--- src/core/mdt_pkg.sv ---
// Shared constants and types for the multidrop access-right token controller.
// Assumes a message framer outside that builds and checks the serial frames.
package mdt_pkg;

  // Station numbers on the shared link.
  localparam logic [7:0]  STN_FIRST     = 8'h80;
  localparam logic [7:0]  STN_LAST      = 8'h9f;
  localparam logic [7:0]  STN_BCAST     = 8'ha0;

  // Inter-computer commands, two ASCII characters each.
  localparam logic [15:0] CMD_PASS      = 16'h5a54;
  localparam logic [15:0] CMD_REPLY     = 16'h5a52;
  localparam logic [15:0] CMD_TAKEOVER  = 16'h5a5a;

  // Timing, with the clock rate and the millisecond figures.
  localparam int          CLK_HZ        = 25_000_000;
  localparam int          MS_CYCLES     = CLK_HZ / 1000;
  localparam int          MAX_TIME_MS   = 100;
  localparam int          REPLY_TIME_MS = 10;
  localparam int          GUARD_MS      = 5;
  localparam int          TMR_W         = 16;
  localparam logic [TMR_W-1:0] MAX_TICKS   = TMR_W'(MAX_TIME_MS);
  localparam logic [TMR_W-1:0] REPLY_TICKS = TMR_W'(REPLY_TIME_MS);
  localparam logic [TMR_W-1:0] GUARD_TICKS = TMR_W'(MAX_TIME_MS - GUARD_MS);

  // Cycles the station strap needs to pass its synchroniser.
  localparam logic [1:0]  SYNC_WAIT     = 2'h3;

  // One inter-computer message as handed to or from the framer.
  typedef struct packed {
    logic [7:0]  dst;
    logic [7:0]  src;
    logic [15:0] cmd;
  } mdt_msg_t;

  // Controller states.
  typedef enum logic [6:0] {
    ST_START = 7'h01,
    ST_MON   = 7'h02,
    ST_HOLD  = 7'h04,
    ST_PASS  = 7'h08,
    ST_WAITR = 7'h10,
    ST_REPLY = 7'h20,
    ST_TAKE  = 7'h40
  } mdt_state_t;

endpackage

--- src/core/mdt_ms_timer.sv ---
// Millisecond interval timer used for tenure and reply timing.
// Assumes tick is a one-cycle pulse once per millisecond on sys_clk.
`timescale 1ns/1ps
module mdt_ms_timer
  import mdt_pkg::*;
(
  // Clock and reset.
  input  wire logic             sys_clk,
  input  wire logic             rst_b,
  // Control.
  input  wire logic             restart,
  input  wire logic             tick,
  input  wire logic [TMR_W-1:0] limit,
  // Status.
  output logic                  expired,
  output logic [TMR_W-1:0]      elapsed
);

  logic [TMR_W-1:0] cnt_q;
  logic             exp_q;
  logic             at_limit;

  // The expiry is sticky until restart so a late reader cannot miss it.
  assign at_limit = tick && (cnt_q >= limit - TMR_W'(1));
  assign expired  = exp_q;
  assign elapsed  = cnt_q;

  // Count ticks; restart wins over a tick in the same cycle.
  always_ff @(posedge sys_clk or negedge rst_b)
  begin
    if (!rst_b)
    begin
      cnt_q <= '0;
      exp_q <= 1'b0;
    end
    else if (restart)
    begin
      cnt_q <= '0;
      exp_q <= 1'b0;
    end
    else if (tick && !exp_q)
    begin
      cnt_q <= cnt_q + TMR_W'(1);
      exp_q <= at_limit;
    end
  end

endmodule

--- src/core/mdt_token_host.sv ---
// Host-side access-right token controller for an m:n multidrop link.
// Assumes a framer on the same clock that sends tx_msg on tx_valid/tx_ready and
// presents each received, sum-checked inter-computer message as a one-cycle rx_valid.
//
// Function
// RL1: Each host computer uses its own station number from 80H to 9FH.
// RL2: Station A0H addresses every host computer at once as broadcast.
// RL3: Holder finishes all exchanges before the maximum communications time elapses.
// RL4: Late holder sends clear code in time and reinitialises its link sequence.
// RL5: Non-holders run the time-out check and withhold their own transmissions.
// RL6: Inter-computer commands avoid codes of the module's dedicated protocol.
// RL7: Module answers NAK to computer messages addressed to stations 00H-31H.
// RL8: In modes A, B, D the module talks only to main-channel computer.
// RL9: At start the computer with station 80H takes the access right.
// RL10: Holder with no work passes the right at once, else after finishing.
// RL11: Non-holders time the tenure and discard data addressed to other stations.
// RL12: Release by sending a transfer message to the next station number.
// RL13: Without a reply, try each following station in order until acknowledged.
// RL14: Receiver of the right replies to the giver, then acts as holder.
// RL15: On holder timeout the next station broadcasts a takeover and holds.
// RL16: If no takeover broadcast arrives, the following station issues its own.
// RL17: Module ignores received data addressed to another station.
// RL18: Full-duplex only; at most 32 computers and 32 modules.
// RL19: Restart tenure timing on each observed transfer or takeover broadcast; the code restarts on each observed reply, not on a transfer.
`timescale 1ns/1ps
module mdt_token_host
  import mdt_pkg::*;
#(
  parameter int MS_CYC = MS_CYCLES
)
(
  // Clock and reset.
  input  wire logic       sys_clk,
  input  wire logic       rst_b,
  // Station strap.
  input  wire logic [7:0] my_station,
  // Local user.
  input  wire logic       work_pending,
  input  wire logic       work_done,
  output logic            holds_right,
  output logic            clear_req,
  // Framer transmit side.
  output logic            tx_valid,
  input  wire logic       tx_ready,
  output mdt_msg_t        tx_msg,
  // Framer receive side.
  input  wire logic       rx_valid,
  input  wire mdt_msg_t   rx_msg
);

  mdt_state_t       state_q, state_d;
  logic [7:0]       stn_s1_q, stn_s2_q, my_q;
  logic [1:0]       start_cnt_q;
  logic [7:0]       holder_q, holder_d, target_q, target_d, giver_q, giver_d;
  logic [31:0]      ms_cnt_q;
  logic             tick_q;
  logic             tx_valid_q, holds_q, clear_q;
  mdt_msg_t         tx_msg_q, tx_msg_d;
  logic             tenure_exp, reply_exp, tenure_restart, reply_restart;
  logic [TMR_W-1:0] tenure_el;

  // Successor on the ring of station numbers, used in several places.
  function automatic logic [7:0] next_stn(input logic [7:0] s);
    next_stn = (s == STN_LAST) ? STN_FIRST : 8'(s + 8'h01);                   // [RL18]
  endfunction

  // Receive decode; of frames to other stations only a reply acts, restarting tenure timing and naming the holder.
  wire start_go   = (state_q == ST_START) && (start_cnt_q == SYNC_WAIT);
  wire rx_for_me  = rx_valid && (rx_msg.dst == my_q);                          // [RL11]
  wire rx_bcast   = rx_valid && (rx_msg.dst == STN_BCAST);                     // [RL2]
  wire rx_pass_me = rx_for_me && (rx_msg.cmd == CMD_PASS);
  wire rx_reply   = rx_valid && (rx_msg.cmd == CMD_REPLY);
  wire rx_ack_me  = rx_for_me && (rx_msg.cmd == CMD_REPLY) && (rx_msg.src == target_q);
  wire rx_take    = rx_bcast && (rx_msg.cmd == CMD_TAKEOVER);
  wire tx_fire    = tx_valid_q && tx_ready;
  wire done_work  = !work_pending || work_done;                                // [RL10]
  wire late       = tenure_el >= GUARD_TICKS;                                  // [RL3]
  wire succ_is_me = next_stn(holder_q) == my_q;
  wire retry_me   = next_stn(target_q) == my_q;
  wire hold_entry = (state_d == ST_HOLD) && (state_q != ST_HOLD);

  // A reply or takeover seen anywhere on the line restarts tenure timing.
  assign tenure_restart = start_go || rx_reply || rx_take || hold_entry        // [RL19]
                          || ((state_q == ST_MON) && tenure_exp);
  assign reply_restart  = tx_fire && (state_q == ST_PASS);

  // Strap synchroniser; the first stage feeds only the second.
  always_ff @(posedge sys_clk or negedge rst_b)
  begin
    if (!rst_b)
    begin
      stn_s1_q <= 8'h00;
      stn_s2_q <= 8'h00;
    end
    else
    begin
      stn_s1_q <= my_station;
      stn_s2_q <= stn_s1_q;
    end
  end

  // Millisecond enable; the divider is a parameter so simulation can shorten it.
  always_ff @(posedge sys_clk or negedge rst_b)
  begin
    if (!rst_b)
    begin
      ms_cnt_q <= 32'h0;
      tick_q   <= 1'b0;
    end
    else
    begin
      tick_q   <= (ms_cnt_q == 32'(MS_CYC - 1));
      ms_cnt_q <= (ms_cnt_q == 32'(MS_CYC - 1)) ? 32'h0 : ms_cnt_q + 32'h1;
    end
  end

  // Tenure timer serves both our own hold and watching another holder.
  mdt_ms_timer u_tenure (
    .sys_clk (sys_clk),
    .rst_b   (rst_b),
    .restart (tenure_restart),
    .tick    (tick_q),
    .limit   (MAX_TICKS),
    .expired (tenure_exp),
    .elapsed (tenure_el)
  );

  // Reply timer bounds the wait for a successor's acknowledgement.
  mdt_ms_timer u_reply (
    .sys_clk (sys_clk),
    .rst_b   (rst_b),
    .restart (reply_restart),
    .tick    (tick_q),
    .limit   (REPLY_TICKS),
    .expired (reply_exp),
    .elapsed ()
  );

  // Next-state logic. Only the holder ever sends a transfer; in monitor we stay silent.
  always_comb
  begin
    state_d  = state_q;
    holder_d = holder_q;
    target_d = target_q;
    giver_d  = giver_q;
    unique case (state_q)
      ST_START:
        if (start_go)
        begin
          holder_d = STN_FIRST;
          state_d  = (stn_s2_q == STN_FIRST) ? ST_HOLD : ST_MON;               // [RL9]
        end
      ST_MON:                                                                  // [RL5]
        if (rx_pass_me)
        begin
          giver_d = rx_msg.src;
          state_d = ST_REPLY;                                                  // [RL14]
        end
        else if (rx_take || rx_reply)
          holder_d = rx_msg.src;
        else if (tenure_exp)
        begin
          if (succ_is_me)
            state_d = ST_TAKE;                                                 // [RL15]
          else
            holder_d = next_stn(holder_q);                                     // [RL16]
        end
      ST_HOLD:
        if (done_work || late)
        begin
          target_d = next_stn(my_q);                                           // [RL12]
          state_d  = (next_stn(my_q) == my_q) ? ST_HOLD : ST_PASS;
        end
      ST_PASS:
        if (tx_fire)
          state_d = ST_WAITR;
      ST_WAITR:
        if (rx_ack_me)
        begin
          holder_d = target_q;
          state_d  = ST_MON;
        end
        else if (reply_exp)
        begin
          target_d = next_stn(target_q);                                       // [RL13]
          state_d  = retry_me ? ST_HOLD : ST_PASS;
        end
      ST_REPLY:
        if (tx_fire)
          state_d = ST_HOLD;
      ST_TAKE:
        if (tx_fire)
          state_d = ST_HOLD;
      default:
        state_d = ST_START;
    endcase
  end

  // Outgoing message and its request follow the state it is sent from.
  assign tx_msg_d = (state_d == ST_REPLY) ? mdt_msg_t'{dst: giver_d, src: my_q, cmd: CMD_REPLY}
                  : (state_d == ST_TAKE)  ? mdt_msg_t'{dst: STN_BCAST, src: my_q, cmd: CMD_TAKEOVER}
                  : mdt_msg_t'{dst: target_d, src: my_q, cmd: CMD_PASS};       // [RL6]
  wire send_d = (state_d == ST_PASS) || (state_d == ST_REPLY) || (state_d == ST_TAKE);

  // State and token bookkeeping.
  always_ff @(posedge sys_clk or negedge rst_b)
  begin
    if (!rst_b)
    begin
      state_q     <= ST_START;
      start_cnt_q <= 2'h0;
      my_q        <= STN_FIRST;
      holder_q    <= STN_FIRST;
      target_q    <= STN_FIRST;
      giver_q     <= STN_FIRST;
    end
    else
    begin
      state_q     <= state_d;
      start_cnt_q <= (start_cnt_q == SYNC_WAIT) ? start_cnt_q : start_cnt_q + 2'h1;
      my_q        <= start_go ? stn_s2_q : my_q;
      holder_q    <= holder_d;
      target_q    <= target_d;
      giver_q     <= giver_d;
    end
  end

  // Registered outputs. A late holder asks the framer for the clear code and a resync.
  always_ff @(posedge sys_clk or negedge rst_b)
  begin
    if (!rst_b)
    begin
      tx_valid_q <= 1'b0;
      tx_msg_q   <= '0;
      holds_q    <= 1'b0;
      clear_q    <= 1'b0;
    end
    else
    begin
      tx_valid_q <= send_d && !(tx_fire && state_d == state_q);
      tx_msg_q   <= tx_msg_d;
      holds_q    <= state_d == ST_HOLD;
      clear_q    <= (state_q == ST_HOLD) && late && !done_work;                 // [RL4]
    end
  end

  assign tx_valid    = tx_valid_q;
  assign tx_msg      = tx_msg_q;
  assign holds_right = holds_q;
  assign clear_req   = clear_q;
endmodule

--- config.mk ---
export PLATFORM = sky130hd
export DESIGN_NAME = mdt_token_host
export DESIGN_NICKNAME = d
export VERILOG_FILES = /design/src/core/mdt_pkg.sv /design/src/core/mdt_ms_timer.sv /design/src/core/mdt_token_host.sv
export SDC_FILE = /design/constraint.sdc
export NUM_CORES = 1
export LEC_CHECK = 0
export CAP_MARGIN = 0
export CORE_AREA = 2 2 138 140
export CTS_BUF_LIST = sky130_fd_sc_hd__clkbuf_4 sky130_fd_sc_hd__clkbuf_8 sky130_fd_sc_hd__clkbuf_16
export DETAILED_ROUTE_END_ITERATION = 8
export DIE_AREA = 0 0 140 142
export DONT_BUFFER_PORTS = 1
export PLACE_DENSITY = 0.69
export RECOVER_POWER = 25
export SYNTH_ARGS = -nofsm -noshare
export SYNTH_HDL_FRONTEND = slang
export SYNTH_HIERARCHICAL = 1
export SYNTH_SLANG_ARGS = --single-unit
export TNS_END_PERCENT = 1
--- constraint.sdc ---
create_clock -name sys_clk -period 4.7 [get_ports sys_clk]
set_clock_uncertainty 0.15 [all_clocks]
set_input_delay 0.47 -clock sys_clk [delete_from_list [all_inputs] [get_ports sys_clk]]
set_output_delay 0.47 -clock sys_clk [all_outputs]
set_load 0.01 [all_outputs]
==> run summary <==
### Outcome
• **status** complete, but fails checks
• **violated checks** design-rule violations

### Layout
• **FF/Latch Area** 0.00368 mm²
• **net count reported at finish** 1095
• **Multi-input gate area** 0.00539 mm²
• **proportion of layout cells with a drive suffix above 1** 10.1%
• **final core utilization** 55.0%
• **n_diodes** 0
• **area added between synthesis and finish** 13.0%
• **Fill cells** 1627

### Floorplanning
• **core region area** 0.0185 mm²
• **overall die width** 140 µm
• **row count** 50
• **starting utilization of the core area** 48.7%
• **Top Ports** 81
• **die height** 142 µm
• **Die Area** 0.0199 mm²

### Route
• **detailed-route DRC error count** 7
• **antenna-violating nets left** 0
• **First-pass DRT Iterations** 7
• **initial drt markers** 361
• **vias after detailed routing** 6822
• **vias per cell** 5.44
• **wirelength, routed** 19.8 mm
• **Avg WL per Cell** 15.8 µm

### Setup path
• **most numerous cell on the critical path** sky130_fd_sc_hd__and2_1
• **slowest stage cell, crit path** sky130_fd_sc_hd__dfstp_1
• **nature of the critical path startpoint** flip-flop
• **critical path's top delay family** simple AND/OR/NAND/NOR gates
• **Worst setup EP type** flip-flop
• **cells along the critical path** xnor2_1, nand4_1, nor3_1, nand3_2, and2_1, inv_2, and2_1, a31o_2
• **depth of the worst register-to-register path** 8
• **critical path data required time** 4.90 ns
• **Register-to-Register Setup Slack** 1.36 ns
• **crit path buf inv count** 1
• **last element of the critical path** tx_msg[26]$_DFF_PN0_
• **WP depth** 8
• **Critical Path Max Stage Delay** 0.75 ns
• **Reg2Reg Capture Point** tx_msg[26]$_DFF_PN0_
• **R2R Path Start** my_q[7]$_DFFE_PN1P_
• **critical path launch point** my_q[7]$_DFFE_PN1P_
• **biggest fanout along the worst timing path** 13
• **data arrival time of the critical path** 3.54 ns
• **type of the worst setup path** reg -> reg

### Yosys
• **count of different cell masters after synthesis** 86
• **Synth Area in Compound Gates** 8.53%
• **dominant combinational cell family by area after synthesis** simple AND/OR/NAND/NOR gates
• **average cell area after synthesis** 9.85 µm²
• **warning count from the yosys run** 6
• **fraction of synthesized cell area in xor and xnor cells** 13.0%
• **most frequent cells after synthesis** sky130_fd_sc_hd__dfrtp_1 (142), sky130_fd_sc_hd__xnor2_1 (78), sky130_fd_sc_hd__nor2_1 (75), sky130_fd_sc_hd__nand2_1 (74), sky130_fd_sc_hd__xor2_1 (55)
• **Primary FF master, synth** sky130_fd_sc_hd__dfrtp_1
• **Synth Register Bits** 147
• **ys async rst share** 100%
• **Mapped Cells** 912
• **register area share after synthesis** 41.0%
• **post-synth top area cell** sky130_fd_sc_hd__dfrtp_1
• **cells taking the most area after synthesis** sky130_fd_sc_hd__dfrtp_1 (40%), sky130_fd_sc_hd__xnor2_1 (7.6%), sky130_fd_sc_hd__ha_1 (5.7%)
• **area fraction in and, or, nand and nor cells after synthesis** 23.8%
• **most instantiated library cell after synthesis** sky130_fd_sc_hd__dfrtp_1
• **Synth top area share** 39.6%
• **area of the mapped netlist** 0.00898 mm²
• **EDFF count, synth** 0
• **share of synthesized area spent on multiplexers** 4.53%
• **post-synthesis adder-cell area fraction** 5.71%

### Global routing
• **Global Route met2 Usage** 35.7%
• **pin count of the biggest net entering global routing** 148
• **GRT Residual Overflow** 0
• **met3 Resource Use GR** 4.64%
• **met1 capacity usage during global routing** 25.7%
• **first-pass GRT wire length** 32.9 mm
• **number of global-route vias before repair** 6647
• **global routing's busiest layer** met2
• **antenna violations before repair** 0
• **overall global routing resource usage** 20.8%

### CTS
• **number of buffers between clock root and the deepest sink** 2
• **cell at the root of the clock tree** sky130_fd_sc_hd__clkbuf_16
• **clk_lat worst skew** 0.42 ns
• **H-tree depth reported by CTS** 4
• **Sink Count** 147
• **clock slew at reported path FFs** 0.07 ns
• **TritonCTS clock tree** built
• **Post-CTS Setup Inserts** 0
• **total CTS buffers** 17
• **total of cells resized after clock tree synthesis** 0

### Timing
• **FMAX** 0.300 GHz
• **remaining max-slew budget at the tightest pin** 32.0%
• **max-slew violation count** 0
• **Tmin final** 3.34 ns
• **# setup viols final** 0
• **RSZ-0062 raised after global routing** no
• **Final period util** 71.0%
• **setup total negative slack** 0 ns
• **final worst setup slack** 1.36 ns
• **worst hold margin** 0.0640 ns
• **final hold violations** 0
• **slew of the pin with the lowest slew margin** 1.01 ns

### Pwr
• **IR Drop Worst-Case VDD** 243 µV
• **power consumption** 0.00361 W
• **PwrDens** 355 mW/mm²
• **leakage power** 4.38 nW

### Placement
• **Placer Congestion** 0.888
• **total half-perimeter wirelength after legalization and detailed placement** 14.4 mm
• **IO Port Bufs** 0
• **pre-CTS setup slack** 1.35 ns

### Worst hold path
• **class of the worst hold path** in -> reg

### Run
• **# Max-Cap Violations** 0

routing by layer:
metal,part of all wire [%],vias to the layer above
met5,0,-
met4,3.1,0
met3,4.6,52
met2,49,182
met1,44,3240
li1,-,3348
how the worst min path moves through the flow:
stage | slack (ns) | startpoint | to | cells past startpoint
2_1_floorplan | 0.02 | rst_b | clear_req$_DFF_PN0_ | 0
3_3_place_gp | 0.03 | rst_b | holder_q[2]$_DFFE_PN0P_ | 0
3_5_place_dp | 0.03 | rst_b | tx_msg[21]$_DFF_PN0_ | 0
4_1_cts | 0.05 | work_pending | clear_req$_DFF_PN0_ | 2
5_1_grt | 0.05 | rx_msg[16] | giver_q[0]$_DFF_PN0_ | 1
6_report | 0.06 | rx_msg[23] | giver_q[7]$_DFF_PN1_ | 1
flip-flops by register name, summed over array words and instances, names as in the netlist:
register	flops
holder_q	8
ms_cnt_q	32
stn_s2_q	8
u_reply/elapsed	16
tx_msg	20
start_cnt_q	2
u_tenure/elapsed	16
tick_q	1
holds_right	1
stn_s1_q	8
clear_req	1
target_q	8
u_tenure/expired	1
tx_valid	1
state_q	7
u_reply/expired	1
giver_q	8
my_q	8
cell families after synthesis:
family,count (synthesis)
AOI/OAI and AO/OA,108
xor gates and xnor gates,133
adders and majority gates,41
buffers and inverters,61
DFF,147
muxes,37
other,2
and+or+nand+nor,383
area by class of cell:
class / count / share of cell area, %
Timing Repair Buffer: 14 / 1.45
Clock buffer: 18 / 4.26
Inverter: 19 / 0.702
Clock inverter: 14 / 1.27
Sequential cell: 147 / 36.3
Multi-Input combinational cell: 809 / 53.1
Tap cell: 234 / 2.88
cell usage in the layout, fill, tap and decap left out, drive strengths merged, types with 12 or more instances in the layout:
master	count
a21oi	20
and2	14
and3	18
and4	13
clkbuf	18
conb	107
dfrtp	142
ha	41
inv	24
mux2	26
nand2	75
nand3	51
nand4	29
nor2	75
nor2b	12
nor3	27
nor4	24
o21ai	29
xnor2	78
xor2	55
report_power, final:
group	internal (W)	total, W	switching [W]	leakage (nW)
Sequential	0.00137	0.00159	0.000213	1.79
Combinational	0.000332	0.000713	0.000381	2.31
Clock	0.000741	0.00131	0.000564	0.277
what timing repair did:
action                                 4_1_cts  5_1_grt
endpoints found under the hold margin      155        0
hold buffers                                10        0
setup endpoints to repair                    0        0
per-stage QoR:
stage	cells	instance area (µm²)
2_1_floorplan	1017	9380
3_3_place_gp	1213	9470
3_5_place_dp	1213	9470
4_1_cts	1255	10200
5_1_grt	1255	10200
6_report	1255	10200
worst reg2reg max path, cell delays in order (launching register included):
cell and delay [ns]:
sky130_fd_sc_hd__dfstp_1 0.75, sky130_fd_sc_hd__xnor2_1 0.19, sky130_fd_sc_hd__nand4_1 0.15, sky130_fd_sc_hd__nor3_1 0.63, sky130_fd_sc_hd__nand3_2 0.45, sky130_fd_sc_hd__and2_1 0.43, sky130_fd_sc_hd__inv_2 0.23, sky130_fd_sc_hd__and2_1 0.17
sky130_fd_sc_hd__a31o_2 0.12
Note: power is estimated with default switching activity, not from simulation.
